$ cat config.mk
export PLATFORM = sky130hd
export DESIGN_NAME = pipc_ctrl
export DESIGN_NICKNAME = d
export VERILOG_FILES = /design/src/core/pipc_pkg.sv /design/src/core/pipc_ctrl.sv /design/src/core/pipc_sync.sv /design/src/core/pipc_timer_zero.sv
export SDC_FILE = /design/constraint.sdc
export NUM_CORES = 1
export LEC_CHECK = 0
export ABC_AREA = 0
export BUFFER_PORTS_ARGS = -buffer_cell sky130_fd_sc_hd__buf_2
export CORE_MARGIN = 4
export CORE_UTILIZATION = 45
export CTS_CLUSTER_DIAMETER = 50
export DETAILED_ROUTE_END_ITERATION = 8
export GPL_TIMING_DRIVEN = 1
export PLACE_DENSITY = 0.71
export SLEW_MARGIN = 20
export SYNTH_ARGS = -nofsm -noshare
export SYNTH_HDL_FRONTEND = slang
export SYNTH_SLANG_ARGS = --single-unit
$ cat constraint.sdc
create_clock -name clock_in -period 6.05 [get_ports clock_in]
set_clock_uncertainty 0.05 [all_clocks]
set_input_delay 0.9075 -clock clock_in [delete_from_list [all_inputs] [get_ports clock_in]]
set_output_delay 0.9075 -clock clock_in [all_outputs]
set_load 0.02 [all_outputs]
$ cat src/core/pipc_pkg.sv
// Package of offsets, field positions and reset values for the interrupt priority controller
package pipc_pkg;

   // ---------------------------------------------------------------
   // Bus geometry
   // ---------------------------------------------------------------
   localparam int ADDR_W = 12;
   localparam int DATA_W = 32;
   localparam int PC_W = 21;

   // ---------------------------------------------------------------
   // Register byte offsets
   // ---------------------------------------------------------------
   localparam logic [11:0] OFF_EN_TWO = 12'h000;
   localparam logic [11:0] OFF_EN_THREE = 12'h004;
   localparam logic [11:0] OFF_PRIO_ONE = 12'h008;
   localparam logic [11:0] OFF_PRIO_TWO = 12'h00c;
   localparam logic [11:0] OFF_PRIO_THREE = 12'h010;
   localparam logic [11:0] OFF_RESET_CTL = 12'h014;
   localparam logic [11:0] OFF_MAIN_CTL = 12'h018;
   localparam logic [11:0] OFF_CTL_TWO = 12'h01c;
   localparam logic [11:0] OFF_CTL_THREE = 12'h020;
   localparam logic [11:0] OFF_T0_CTL = 12'h024;
   localparam logic [11:0] OFF_T0_CNT = 12'h028;

   // ---------------------------------------------------------------
   // Implemented-bit masks and reset values
   // ---------------------------------------------------------------
   localparam logic [7:0] MASK_TWO = 8'h5f;
   localparam logic [7:0] MASK_THREE = 8'h3f;
   localparam logic [7:0] MASK_ONE = 8'hff;
   localparam logic [7:0] RST_EN = 8'h00;
   localparam logic [7:0] RST_PRIO_ONE = 8'hff;
   localparam logic [7:0] RST_PRIO_TWO = 8'h5f;
   localparam logic [7:0] RST_PRIO_THREE = 8'h3f;
   localparam logic [7:0] RST_RESET_CTL = 8'h1c;
   localparam logic [7:0] RESET_CAUSE_AND_PRIORITY_CTRL_RD_MASK = 8'h9f;
   localparam logic [7:0] RESET_CAUSE_AND_PRIORITY_CTRL_WR_MASK = 8'h93;
   localparam logic [7:0] RST_MAIN_CTL = 8'h00;
   localparam logic [7:0] RST_CTL_TWO = 8'h7f;
   localparam logic [7:0] MASK_CTL_TWO = 8'h7f;
   localparam logic [7:0] RST_CTL_THREE = 8'hc0;
   localparam logic [1:0] RST_T0_CTL = 2'h0;

   // ---------------------------------------------------------------
   // Field positions
   // ---------------------------------------------------------------
   localparam int RESET_CAUSE_AND_PRIORITY_CTRL_PRIORITY_LEVELS_ENABLE = 7;
   localparam int RESET_CAUSE_AND_PRIORITY_CTRL_RI = 4;
   localparam int RESET_CAUSE_AND_PRIORITY_CTRL_TO = 3;
   localparam int RESET_CAUSE_AND_PRIORITY_CTRL_PD = 2;
   localparam int MAIN_GIE = 7;
   localparam int MAIN_PERIPH_GROUP_ENABLE = 6;
   localparam int MAIN_T0E = 5;
   localparam int MAIN_INT0E = 4;
   localparam int MAIN_RBE = 3;
   localparam int MAIN_T0F = 2;
   localparam int MAIN_INT0F = 1;
   localparam int MAIN_RBF = 0;
   localparam int CTL2_EDGE_LSB = 3;
   localparam int CTL2_T0P = 2;
   localparam int CTL2_INT3P = 1;
   localparam int CTL2_RBP = 0;
   localparam int CTL3_INT2P = 7;
   localparam int CTL3_INT1P = 6;
   localparam int CTL3_EN_LSB = 3;
   localparam int CTL3_FLAG_LSB = 0;
   localparam int T0_MODE16 = 0;
   localparam int T0_RUN = 1;

   localparam logic [15:0] T0_MAX16 = 16'hffff;
   localparam logic [7:0] T0_MAX8 = 8'hff;

endpackage

$ cat src/core/pipc_ctrl.sv
// Peripheral interrupt priority controller with APB register slave
// Operation
// Second enable register gates its six sources
// Third enable register gates its six sources
// Unimplemented bits always read as zero
// Priority bit one means high, zero low
// Priority bits act only with levels enabled
// First priority register: eight peripheral sources
// Second priority bits mirror second enable
// Third priority bits mirror third enable
// Levels enable bit selects two-level or single
// Reset-cause flags in reset control register
// External pins edge-triggered, edge selectable
// Valid edge sets flag; enable gates request
// Software clears flag before re-enabling
// Enabled external interrupt wakes from sleep
// Branch after wake only when globally enabled
// External pin priorities; pin zero always high
// Timer-zero overflow sets its flag
// Timer-zero enable and priority bits
// Port-B high nibble change sets flag
// Interrupt take pushes PC, saves context
// Software saves context without fast return
// Single-level peripherals need group enable
// Flag and enable route to a level
`timescale 1ns/1ps
module pipc_ctrl (
   input logic clock_in,              // Core clock, 200 MHz
   input logic srst_in,               // Synchronous reset, active high
   input logic psel_in,               // APB select
   input logic penable_in,            // APB enable
   input logic pwrite_in,             // APB direction, 1 = write
   input logic [11:0] paddr_in,       // APB byte address
   input logic [31:0] pwdata_in,      // APB write data
   output logic [31:0] prdata_out,    // APB read data
   output logic pready_out,           // APB ready
   output logic pslverr_out,          // APB error on unmapped address
   input logic [7:0] periph_flag_one_in,   // First peripheral flags
   input logic [7:0] periph_flag_two_in,   // Second peripheral flags
   input logic [7:0] periph_flag_three_in, // Third peripheral flags
   input logic [7:0] periph_enable_one_in, // First peripheral enables
   input logic [3:0] ext_pin_in,      // External interrupt pins 3..0
   input logic [3:0] portb_high_in,   // Port-B bits 7:4
   input logic sleep_in,              // Core is asleep
   input logic reset_instr_evt_in,    // Reset instruction executed
   input logic watchdog_evt_in,       // Watchdog timeout
   input logic power_down_evt_in,     // Sleep instruction executed
   input logic irq_ack_in,            // Core takes an interrupt
   input logic [20:0] ret_pc_in,      // Return program counter
   input logic [7:0] working_in,      // Working register
   input logic [7:0] status_in,       // Status register
   input logic [7:0] bank_in,         // Bank-select register
   output logic irq_high_out,         // High-level request
   output logic irq_low_out,          // Low-level request
   output logic wake_out,             // Wake request from sleep
   output logic stack_push_out,       // Hardware stack push strobe
   output logic [20:0] stack_pc_out,  // Pushed return address
   output logic [7:0] fast_working_out, // Fast stack working copy
   output logic [7:0] fast_status_out,  // Fast stack status copy
   output logic [7:0] fast_bank_out     // Fast stack bank copy
);

   // ---------------------------------------------------------------
   // State
   // ---------------------------------------------------------------
   typedef struct packed {
      logic [7:0] en_two;
      logic [7:0] en_three;
      logic [7:0] prio_one;
      logic [7:0] prio_two;
      logic [7:0] prio_three;
      logic [7:0] reset_cause_and_priority_ctrl;
      logic [7:0] main_ctl;
      logic [7:0] ctl_two;
      logic [7:0] ctl_three;
      logic [1:0] t0_ctl;
      logic [31:0] prdata;
      logic pready;
      logic pslverr;
      logic irq_high;
      logic irq_low;
      logic wake;
      logic push;
      logic [20:0] push_pc;
      logic [7:0] fast_working;
      logic [7:0] fast_status;
      logic [7:0] fast_bank;
   } pipc_state_s;

   pipc_state_s q;
   pipc_state_s d;

   logic [3:0] ext_lvl;
   logic [3:0] ext_prev;
   logic [3:0] rb_lvl;
   logic [3:0] rb_prev;
   logic [3:0] ext_set;
   logic [3:0] ext_en;
   logic [3:0] ext_flag;
   logic [3:0] ext_prio;
   logic rb_chg;
   logic [15:0] t0_count;
   logic t0_ovf;
   logic t0_load;
   logic acc_done;
   logic wr_en;
   logic priority_levels_enable;
   logic [32:0] rd;
   logic [7:0] pend_one;
   logic [7:0] pend_two;
   logic [7:0] pend_three;
   logic [5:0] core_pend;
   logic [5:0] core_prio;
   logic periph_hi;
   logic periph_lo;
   logic periph_any;
   logic core_hi;
   logic core_lo;
   logic core_any;

   // ---------------------------------------------------------------
   // Register read decode
   // ---------------------------------------------------------------
   function automatic logic [32:0] reg_read(input logic [11:0] a, input pipc_state_s s,
                                           input logic [15:0] cnt);
      logic [32:0] r;
      r = '0;
      case (a)
         pipc_pkg::OFF_EN_TWO: r = {1'b1, 24'h0, s.en_two & pipc_pkg::MASK_TWO};
         pipc_pkg::OFF_EN_THREE: r = {1'b1, 24'h0, s.en_three & pipc_pkg::MASK_THREE};
         pipc_pkg::OFF_PRIO_ONE: r = {1'b1, 24'h0, s.prio_one};
         pipc_pkg::OFF_PRIO_TWO: r = {1'b1, 24'h0, s.prio_two & pipc_pkg::MASK_TWO};
         pipc_pkg::OFF_PRIO_THREE: r = {1'b1, 24'h0, s.prio_three & pipc_pkg::MASK_THREE};
         pipc_pkg::OFF_RESET_CTL: r = {1'b1, 24'h0, s.reset_cause_and_priority_ctrl & pipc_pkg::RESET_CAUSE_AND_PRIORITY_CTRL_RD_MASK};
         pipc_pkg::OFF_MAIN_CTL: r = {1'b1, 24'h0, s.main_ctl};
         pipc_pkg::OFF_CTL_TWO: r = {1'b1, 24'h0, s.ctl_two & pipc_pkg::MASK_CTL_TWO};
         pipc_pkg::OFF_CTL_THREE: r = {1'b1, 24'h0, s.ctl_three};
         pipc_pkg::OFF_T0_CTL: r = {1'b1, 30'h0, s.t0_ctl};
         pipc_pkg::OFF_T0_CNT: r = {1'b1, 16'h0, cnt};
         default: r = '0;
      endcase
      return r;
   endfunction

   // ---------------------------------------------------------------
   // Pin synchronisers and timer
   // ---------------------------------------------------------------
   pipc_sync #(.WIDTH(4)) ext_sync (
      .clock_in(clock_in),
      .srst_in(srst_in),
      .async_in(ext_pin_in),
      .level_out(ext_lvl),
      .prev_out(ext_prev)
   );

   pipc_sync #(.WIDTH(4)) rb_sync (
      .clock_in(clock_in),
      .srst_in(srst_in),
      .async_in(portb_high_in),
      .level_out(rb_lvl),
      .prev_out(rb_prev)
   );

   pipc_timer_zero timer_zero (
      .clock_in(clock_in),
      .srst_in(srst_in),
      .run_in(q.t0_ctl[pipc_pkg::T0_RUN]),
      .mode16_in(q.t0_ctl[pipc_pkg::T0_MODE16]),
      .load_in(t0_load),
      .load_val_in(pwdata_in[15:0]),
      .count_out(t0_count),
      .ovf_out(t0_ovf)
   );

   // ---------------------------------------------------------------
   // Edge detection per external pin
   // ---------------------------------------------------------------
   genvar gi;
   generate
      for (gi = 0; gi < 4; gi++) begin : g_edge
         assign ext_set[gi] = q.ctl_two[pipc_pkg::CTL2_EDGE_LSB + gi] ?
                              (ext_lvl[gi] & ~ext_prev[gi]) :
                              (~ext_lvl[gi] & ext_prev[gi]);
      end
   endgenerate

   assign rb_chg = |(rb_lvl ^ rb_prev);

   // ---------------------------------------------------------------
   // Request routing
   // ---------------------------------------------------------------
   always_comb begin
      priority_levels_enable = q.reset_cause_and_priority_ctrl[pipc_pkg::RESET_CAUSE_AND_PRIORITY_CTRL_PRIORITY_LEVELS_ENABLE];
      ext_en = {q.ctl_three[pipc_pkg::CTL3_EN_LSB +: 3], q.main_ctl[pipc_pkg::MAIN_INT0E]};
      ext_flag = {q.ctl_three[pipc_pkg::CTL3_FLAG_LSB +: 3], q.main_ctl[pipc_pkg::MAIN_INT0F]};
      ext_prio = {q.ctl_two[pipc_pkg::CTL2_INT3P], q.ctl_three[pipc_pkg::CTL3_INT2P],
                  q.ctl_three[pipc_pkg::CTL3_INT1P], 1'b1};
      pend_one = periph_flag_one_in & periph_enable_one_in;
      pend_two = periph_flag_two_in & q.en_two & pipc_pkg::MASK_TWO;
      pend_three = periph_flag_three_in & q.en_three & pipc_pkg::MASK_THREE;
      core_pend = {ext_flag & ext_en,
                   q.main_ctl[pipc_pkg::MAIN_T0F] & q.main_ctl[pipc_pkg::MAIN_T0E],
                   q.main_ctl[pipc_pkg::MAIN_RBF] & q.main_ctl[pipc_pkg::MAIN_RBE]};
      core_prio = {ext_prio, q.ctl_two[pipc_pkg::CTL2_T0P], q.ctl_two[pipc_pkg::CTL2_RBP]};
      periph_hi = |(pend_one & q.prio_one) | |(pend_two & q.prio_two)
                  | |(pend_three & q.prio_three);
      periph_lo = |(pend_one & ~q.prio_one) | |(pend_two & ~q.prio_two)
                  | |(pend_three & ~q.prio_three);
      periph_any = |pend_one | |pend_two | |pend_three;
      core_hi = |(core_pend & core_prio);
      core_lo = |(core_pend & ~core_prio);
      core_any = |core_pend;
   end

   // ---------------------------------------------------------------
   // Next state
   // ---------------------------------------------------------------
   always_comb begin
      d = q;
      acc_done = psel_in & penable_in & q.pready;
      wr_en = acc_done & pwrite_in & ~q.pslverr;
      rd = reg_read(paddr_in, q, t0_count);
      t0_load = wr_en & (paddr_in == pipc_pkg::OFF_T0_CNT);

      // Bus slave: answer prepared in setup, released after access
      if (psel_in & ~penable_in) begin
         d.prdata = rd[31:0];
         d.pready = 1'b1;
         d.pslverr = ~rd[32];
      end else if (acc_done) begin
         d.prdata = '0;
         d.pready = 1'b0;
         d.pslverr = 1'b0;
      end

      if (wr_en) begin
         case (paddr_in)
            pipc_pkg::OFF_EN_TWO: d.en_two = pwdata_in[7:0] & pipc_pkg::MASK_TWO;
            pipc_pkg::OFF_EN_THREE: d.en_three = pwdata_in[7:0] & pipc_pkg::MASK_THREE;
            pipc_pkg::OFF_PRIO_ONE: d.prio_one = pwdata_in[7:0];
            pipc_pkg::OFF_PRIO_TWO: d.prio_two = pwdata_in[7:0] & pipc_pkg::MASK_TWO;
            pipc_pkg::OFF_PRIO_THREE: d.prio_three = pwdata_in[7:0] & pipc_pkg::MASK_THREE;
            pipc_pkg::OFF_RESET_CTL: d.reset_cause_and_priority_ctrl = (q.reset_cause_and_priority_ctrl & ~pipc_pkg::RESET_CAUSE_AND_PRIORITY_CTRL_WR_MASK)
                                            | (pwdata_in[7:0] & pipc_pkg::RESET_CAUSE_AND_PRIORITY_CTRL_WR_MASK);
            pipc_pkg::OFF_MAIN_CTL: d.main_ctl = pwdata_in[7:0];
            pipc_pkg::OFF_CTL_TWO: d.ctl_two = pwdata_in[7:0] & pipc_pkg::MASK_CTL_TWO;
            pipc_pkg::OFF_CTL_THREE: d.ctl_three = pwdata_in[7:0];
            pipc_pkg::OFF_T0_CTL: d.t0_ctl = pwdata_in[1:0];
            default: d.t0_ctl = q.t0_ctl;
         endcase
      end

      // Hardware events win over a clearing write in the same cycle
      if (ext_set[0]) begin
         d.main_ctl[pipc_pkg::MAIN_INT0F] = 1'b1;
      end
      d.ctl_three[pipc_pkg::CTL3_FLAG_LSB +: 3] = d.ctl_three[pipc_pkg::CTL3_FLAG_LSB +: 3]
                                                 | ext_set[3:1];
      if (t0_ovf) begin
         d.main_ctl[pipc_pkg::MAIN_T0F] = 1'b1;
      end
      if (rb_chg) begin
         d.main_ctl[pipc_pkg::MAIN_RBF] = 1'b1;
      end
      if (reset_instr_evt_in) begin
         d.reset_cause_and_priority_ctrl[pipc_pkg::RESET_CAUSE_AND_PRIORITY_CTRL_RI] = 1'b0;
      end
      if (watchdog_evt_in) begin
         d.reset_cause_and_priority_ctrl[pipc_pkg::RESET_CAUSE_AND_PRIORITY_CTRL_TO] = 1'b0;
      end
      if (power_down_evt_in) begin
         d.reset_cause_and_priority_ctrl[pipc_pkg::RESET_CAUSE_AND_PRIORITY_CTRL_PD] = 1'b0;
      end

      // Two-level mode uses the global bit as high and group bit as low enable
      if (priority_levels_enable) begin
         d.irq_high = q.main_ctl[pipc_pkg::MAIN_GIE] & (periph_hi | core_hi);
         d.irq_low = q.main_ctl[pipc_pkg::MAIN_GIE] & q.main_ctl[pipc_pkg::MAIN_PERIPH_GROUP_ENABLE]
                     & (periph_lo | core_lo);
      end else begin
         d.irq_high = q.main_ctl[pipc_pkg::MAIN_GIE]
                      & (core_any | (q.main_ctl[pipc_pkg::MAIN_PERIPH_GROUP_ENABLE] & periph_any));
         d.irq_low = 1'b0;
      end

      // Wake does not depend on the global enable; vectoring does
      d.wake = sleep_in & |(ext_flag & ext_en);

      d.push = irq_ack_in;
      if (irq_ack_in) begin
         d.push_pc = ret_pc_in;
         d.fast_working = working_in;
         d.fast_status = status_in;
         d.fast_bank = bank_in;
      end
   end

   // ---------------------------------------------------------------
   // State register
   // ---------------------------------------------------------------
   always_ff @(posedge clock_in) begin
      if (srst_in) begin
         q <= '0;
         q.en_two <= pipc_pkg::RST_EN;
         q.en_three <= pipc_pkg::RST_EN;
         q.prio_one <= pipc_pkg::RST_PRIO_ONE;
         q.prio_two <= pipc_pkg::RST_PRIO_TWO;
         q.prio_three <= pipc_pkg::RST_PRIO_THREE;
         q.reset_cause_and_priority_ctrl <= pipc_pkg::RST_RESET_CTL;
         q.main_ctl <= pipc_pkg::RST_MAIN_CTL;
         q.ctl_two <= pipc_pkg::RST_CTL_TWO;
         q.ctl_three <= pipc_pkg::RST_CTL_THREE;
         q.t0_ctl <= pipc_pkg::RST_T0_CTL;
      end else begin
         q <= d;
      end
   end

   assign prdata_out = q.prdata;
   assign pready_out = q.pready;
   assign pslverr_out = q.pslverr;
   assign irq_high_out = q.irq_high;
   assign irq_low_out = q.irq_low;
   assign wake_out = q.wake;
   assign stack_push_out = q.push;
   assign stack_pc_out = q.push_pc;
   assign fast_working_out = q.fast_working;
   assign fast_status_out = q.fast_status;
   assign fast_bank_out = q.fast_bank;
endmodule

$ cat src/core/pipc_sync.sv
// Two-stage synchroniser with one more stage kept for edge detection
`timescale 1ns/1ps
module pipc_sync #(
   parameter int WIDTH = 4
) (
   input logic clock_in,              // Core clock
   input logic srst_in,               // Synchronous reset
   input logic [WIDTH-1:0] async_in,  // Asynchronous pin levels
   output logic [WIDTH-1:0] level_out, // Synchronised level
   output logic [WIDTH-1:0] prev_out   // Level one cycle earlier
);

   logic [WIDTH-1:0] meta_q;
   logic [WIDTH-1:0] level_q;
   logic [WIDTH-1:0] prev_q;

   always_ff @(posedge clock_in) begin
      if (srst_in) begin
         meta_q <= '0;
         level_q <= '0;
         prev_q <= '0;
      end else begin
         meta_q <= async_in;
         level_q <= meta_q;
         prev_q <= level_q;
      end
   end

   assign level_out = level_q;
   assign prev_out = prev_q;

endmodule

$ cat src/core/pipc_timer_zero.sv
// Timer-zero counter with 8-bit or 16-bit overflow detection
`timescale 1ns/1ps
module pipc_timer_zero (
   input logic clock_in,          // Core clock
   input logic srst_in,           // Synchronous reset
   input logic run_in,            // Count enable
   input logic mode16_in,         // 1 = 16-bit mode, 0 = 8-bit mode
   input logic load_in,           // Load strobe
   input logic [15:0] load_val_in, // Value to load
   output logic [15:0] count_out, // Current count
   output logic ovf_out           // One-cycle overflow pulse
);

   logic [15:0] count_q;
   logic ovf_q;
   logic wrap;

   always_comb begin
      if (mode16_in) begin
         wrap = (count_q == pipc_pkg::T0_MAX16);
      end else begin
         wrap = (count_q[7:0] == pipc_pkg::T0_MAX8);
      end
   end

   always_ff @(posedge clock_in) begin
      if (srst_in) begin
         count_q <= '0;
         ovf_q <= 1'b0;
      end else if (load_in) begin
         count_q <= load_val_in;
         ovf_q <= 1'b0;
      end else if (run_in) begin
         if (mode16_in) begin
            count_q <= count_q + 16'h0001;
         end else begin
            count_q[7:0] <= count_q[7:0] + 8'h01;
         end
         ovf_q <= wrap;
      end else begin
         ovf_q <= 1'b0;
      end
   end

   assign count_out = count_q;
   assign ovf_out = ovf_q;

endmodule

Word level (Yosys, flattened, before mapping)
Cells that the tools add are included.
W data, S select, Z words.

storage, ports and cells
  register bits = 189
  bits of input ports = 139
  output and inout port bits = 83
  logic and storage cells = 188

operators by class
  add/sub/neg operators = 2
  equal/unequal tests = 12
  mux-type cells = 25
  bitwise logic cells = 63
  reduce and logical (&&, ||, !) cells = 49

operators by type and width
  operator                 count
  $pmux W33 S11            1
  $mux W34                 2
  $reduce_or A8 Y1         7
  $eq A12 B5 Y1 const B    4
  $eq A12 B6 Y1 const B    3
  $reduce_and A2 Y1        17
  $mux W16                 2
  $mux W8                  4
  $mux W31                 1
  $reduce_bool A2 Y1       15
  $reduce_or A6 Y1         5
  $and A6 B6 Y6            4
  $and A8 B8 Y8            3
  $eq A12 B4 Y1 const B    2
  $and A1 B1 Y1            22
  $add A16 B1 Y16 const B  1
  $eq A16 B16 Y1 const B   1
  $and A7 B7 Y7            2
  $not A1 Y1               13
  $eq A12 B3 Y1 const B    1
  $logic_not A12 Y1        1
  $mux W1                  11
  $or A1 B1 Y1             9
  $add A8 B1 Y8 const B    1
  other kinds (17)         19

Logic depth before layout (Yosys ltp)
  depth in word-level cells = 8
  depth in mapped cells = 8
  gate-level depth less buffers = 6

Hierarchy
A second synthesis with hierarchy kept.

unflattened totals
  cells, all modules = 894
  area, all modules = 8274.2 um2

by module, submodules not included
  module           instances  cells an instance  area an instance (um2)  sequential area each (um2)
  pipc_ctrl        1          728                6543.8                  2602.5
  pipc_timer_zero  1          116                997.2                   340.3
  pipc_sync        2          25                 366.6                   240.2

Worst setup path after synthesis
No wires, ideal clock.

  path type = in2reg
  start = input paddr_in[9]
  end = register q[139] in the netlist's numbering
  library setup time = 0.120 ns
  data arrival time = 2.869 ns
  data required time = 5.880 ns
  setup slack = 3.012 ns
  stages = 7
  path buffers = 2
  cells stage by stage = or4_4 > or4_1 > buf_4 > nor4_4 > buf_6 > nor2b_1 > a211o_1

on the way
  longest elaborated chain between the ends = 2

ends and longest elaborated chain
  item                                RTL line          RTL
  start, declared                     pipc_ctrl.sv:33   input logic [11:0] paddr_in,
  $eq A12 B4 Y1                       pipc_ctrl.sv:237  case (paddr_in)
  $reduce_and A2 Y1 (no source line)  --
  end, declared                       pipc_ctrl.sv:90   pipc_state_s q;

No other way between the ends.
A chain may end at the register's enable or synchronous reset.

Worst setup path after layout
  start = input paddr_in[3]
  end = register timer_zero.ovf_q, in the netlist timer_zero.ovf_out

on the way
  longest elaborated chain between the ends = 3

ends and longest elaborated chain
  item                               RTL line               RTL
  $eq A12 B6 Y1                      pipc_ctrl.sv:223       t0_load = wr_en & (paddr_in == pipc_pkg::OFF_T0_CNT);
  $and A1 B1 Y1                      pipc_ctrl.sv:223
  $reduce_or A3 Y1 (no source line)  --
  end signal, assigned               pipc_timer_zero.sv:39  ovf_q <= wrap;
  end, declared                      pipc_timer_zero.sv:15  logic ovf_q;

No other way between the ends.

==> results.yml <==
pwr:
  combPwrFrac: 0.089
  p_int_mw: 1.881
  switching_share: 0.2397
  clockPowerShare: 0.437
  sequentialPowerShare: 0.473
  ir_drop_mv: 0.2150
  power_density_nw_per_um2: 268.4
  p_switching_mw: 0.5929
  p_leak_nw: 3.829
synthesis:
  avgSynthCellArea_sq_um: 9.274
  synthTopCellsByArea: "dfxtp_1 (42%), mux2i_1 (10%), buf_4 (7.2%)"
  yosysTopAreaCellShare: 0.4224
  synth_cell_types: 61
  synth_ff_type: "dfxtp_1"
  ys_warn_count: 0
  ys_ff_latch: 171
  ys_seq_area_frac: 0.4224
  synthArstFlopShare: 0
  yosys.area.top_type: "dfxtp_1"
  synth_edf_count: 0
  syn_inst: 874
  syn_area_sq_um: 8105
grt:
  grt_max_degree: 91
  overflow: 0
  globalRouteTotalUtil: 0.2066
  antenna_found_initial: 1
  grt_pass1_wl_microns: 32950
  grt_pass1_vias: 6035
setup_path:
  setup.worst_path.start_class: "input pin"
  r2r_slack_ps: 3150
  critPathKind: "input pin to flop"
  reg2regPathDepth: 5
  cp.arrival_ps: 3800
  critPathRequiredTime_ps: 6300
  r2r_start: "pready_out"
  end_kind: "flop"
  cp_max_fo: 33
  r2r_end: "q[140]"
timing:
  min_period_over_period: 0.5869
  fmax_ghz: 0.2816
  slew_headroom: 0.3236
  slew_violations: 0
  rsz0062_at_grt: "false"
  tightest_slew_ps: 1007
  finalSetupTns_ps: 0
  setup_viol: 0
  hold_viol_final: 0
  post-route-min-period_ps: 3551
drt:
  vias_per_cell: 5.434
  wl_per_cell_microns: 17.69
  num_vias: 6559
  ant_nets: 0
  dr.pass1.iters: 7
  drc: 0
  drt_iter0_drc: 471
  drt_wl_total_microns: 21350
job:
  cap_viol_max_count: 0
floorplan:
  core_sq_um: 17480
  die_w_microns: 142.2
  die_area_sq_um: 20220
  die_h_microns: 142.2
  start_util: 0.4638
  num_io_pins: 222
  rows: 48
placement:
  dp.cells: 1175
  portBuffers: 185
  hpwlAfterDp_microns: 15630
  place.gp.congestion: 0.9626
cts:
  cts_buffers: 17
  clk_pin_slew_worst_paths_ps: 60
  cts_tree: "yes"
  cts.repair.resized: 0
  cts-root-buf: "clkbuf_16"
  cts_post_setup_buffers_inserted: 0
  cts-htree-levels: 4
  cts_hold_buffers: 0
  clock_latency_ps: 420
  cts.sink_count: 171
  clk_path_buf_depth: 2
final_layout:
  mostFrequentLayoutCells: "buf_2 (184), dfxtp_1 (171), nor2_1 (108)"
  drive_gt1_frac: 0.2505
  synthToLayoutAreaGrowth_pct: 13.69
  finalNonFillerCells: 1207
  num-fill-cells: 1635
  final_nets: 1109
  diodes: 0
  final_common_cell: "buf_2"
hold_path:
  hp-class: "flop to flop"
  hold_end: "rb_sync.level_out[0]"
  min_from: "rb_sync.meta_q[0]"
  holdPathStages: 1
run_status:
  outcome: "complete, no violations"
worst max-delay path by stage:
stage,startpoint,endpoint,slack (ps),depth (start not counted)
2_1_floorplan,paddr_in[9],q[139],3010,7
3_3_place_gp,paddr_in[3],timer_zero.ovf_out,2140,5
3_5_place_dp,paddr_in[3],timer_zero.ovf_out,2110,5
4_1_cts,paddr_in[3],timer_zero.ovf_out,2550,5
5_1_grt,paddr_in[3],timer_zero.ovf_out,2210,5
6_report,paddr_in[3],timer_zero.ovf_out,2500,5
sequential cells by signal, summed over array words and instances (netlist names), 4 cells and up:
name and flops:
prdata_out 16, core_prio 5, ext_sync.level_out 4, fast_working_out 8
stack_pc_out 21, fast_bank_out 8, q 49, ext_flag 4
rb_sync.level_out 4, ext_sync.meta_q 4, timer_zero.count_out 16, rb_sync.meta_q 4
ext_en 4, fast_status_out 8, ext_sync.prev_out 4, rb_sync.prev_out 4
layout make-up:
| class | count | area, sq um | area share |
|---|---|---|---|
| clock buffers | 22 | 474.2 | 0.05146 |
| clock inverters | 10 | 115.1 | 0.01249 |
| inverters | 9 | 33.78 | 0.003666 |
| multi-input cells | 581 | 3929 | 0.4263 |
| flip-flops and latches | 171 | 3423 | 0.3715 |
| well taps | 225 | 281.5 | 0.03055 |
| repair buffers | 189 | 958.4 | 0.1040 |
power by group through the flow:
stage | Combinational (mW) | Clock [mW] | Sequential (mW)
finish | 0.221 | 1.08 | 1.17
global route | 0.240 | 1.16 | 1.17
CTS | 0.221 | 1.11 | 1.17
detailed placement | 0.221 | 0 | 1.20
global placement | 0.218 | 0 | 1.19
floorplan | 0.164 | 0 | 1.19
layer usage:
metal	vias to the layer above	track usage	wire length, microns
li1	3195	-	-
met1	3068	0.2951	9559
met2	266	0.3103	9621
met3	28	0.05343	1875
met4	2	0.05657	278
met5	-	0	13
worst max-delay path: stages:
cell,delay [ps]
buf_2,400
or4b_2,820
nor4_2,480
nand2_1,690
and4b_1,480
cell usage after synthesis, types with 12 or more instances:
cell type	instances
a211o_1	29
a211oi_1	21
a22oi_1	14
buf_4	78
clkbuf_1	36
dfxtp_1	171
mux2i_1	85
nand2_1	53
nand3_1	33
nand4_1	21
nor2_1	108
nor2b_1	56
o22ai_1	12
metrics by stage:
step / hold slack, ps / worst slack, ps / utilization / instance area [sq um] / power, mW
final: 378.5 / 2499 / 0.5273 / 9215 / 2.474
after global routing: 404.6 / 2211 / 0.5273 / 9215 / 2.572
after CTS: 386.1 / 2548 / 0.5264 / 9200 / 2.503
after detailed placement: 373.9 / 2107 / 0.4927 / 8611 / 1.416
after global placement: 365.6 / 2135 / 0.4927 / 8611 / 1.412
after floorplan: 363.8 / 3012 / - / 8162 / 1.357
cells by family after synthesis:
kind of cell,count (synthesis),synth area share
DFF,171,0.4224
AOI/OAI and AO/OA,119,0.1130
muxes,93,0.1230
buffers and inverters,137,0.1017
adders and majority gates,1,0.001543
xor gates and xnor gates,19,0.02053
other,1,0.0004627
and+or+nand+nor,333,0.2174
No activity file was read; power rests on OpenSTA's default activity.
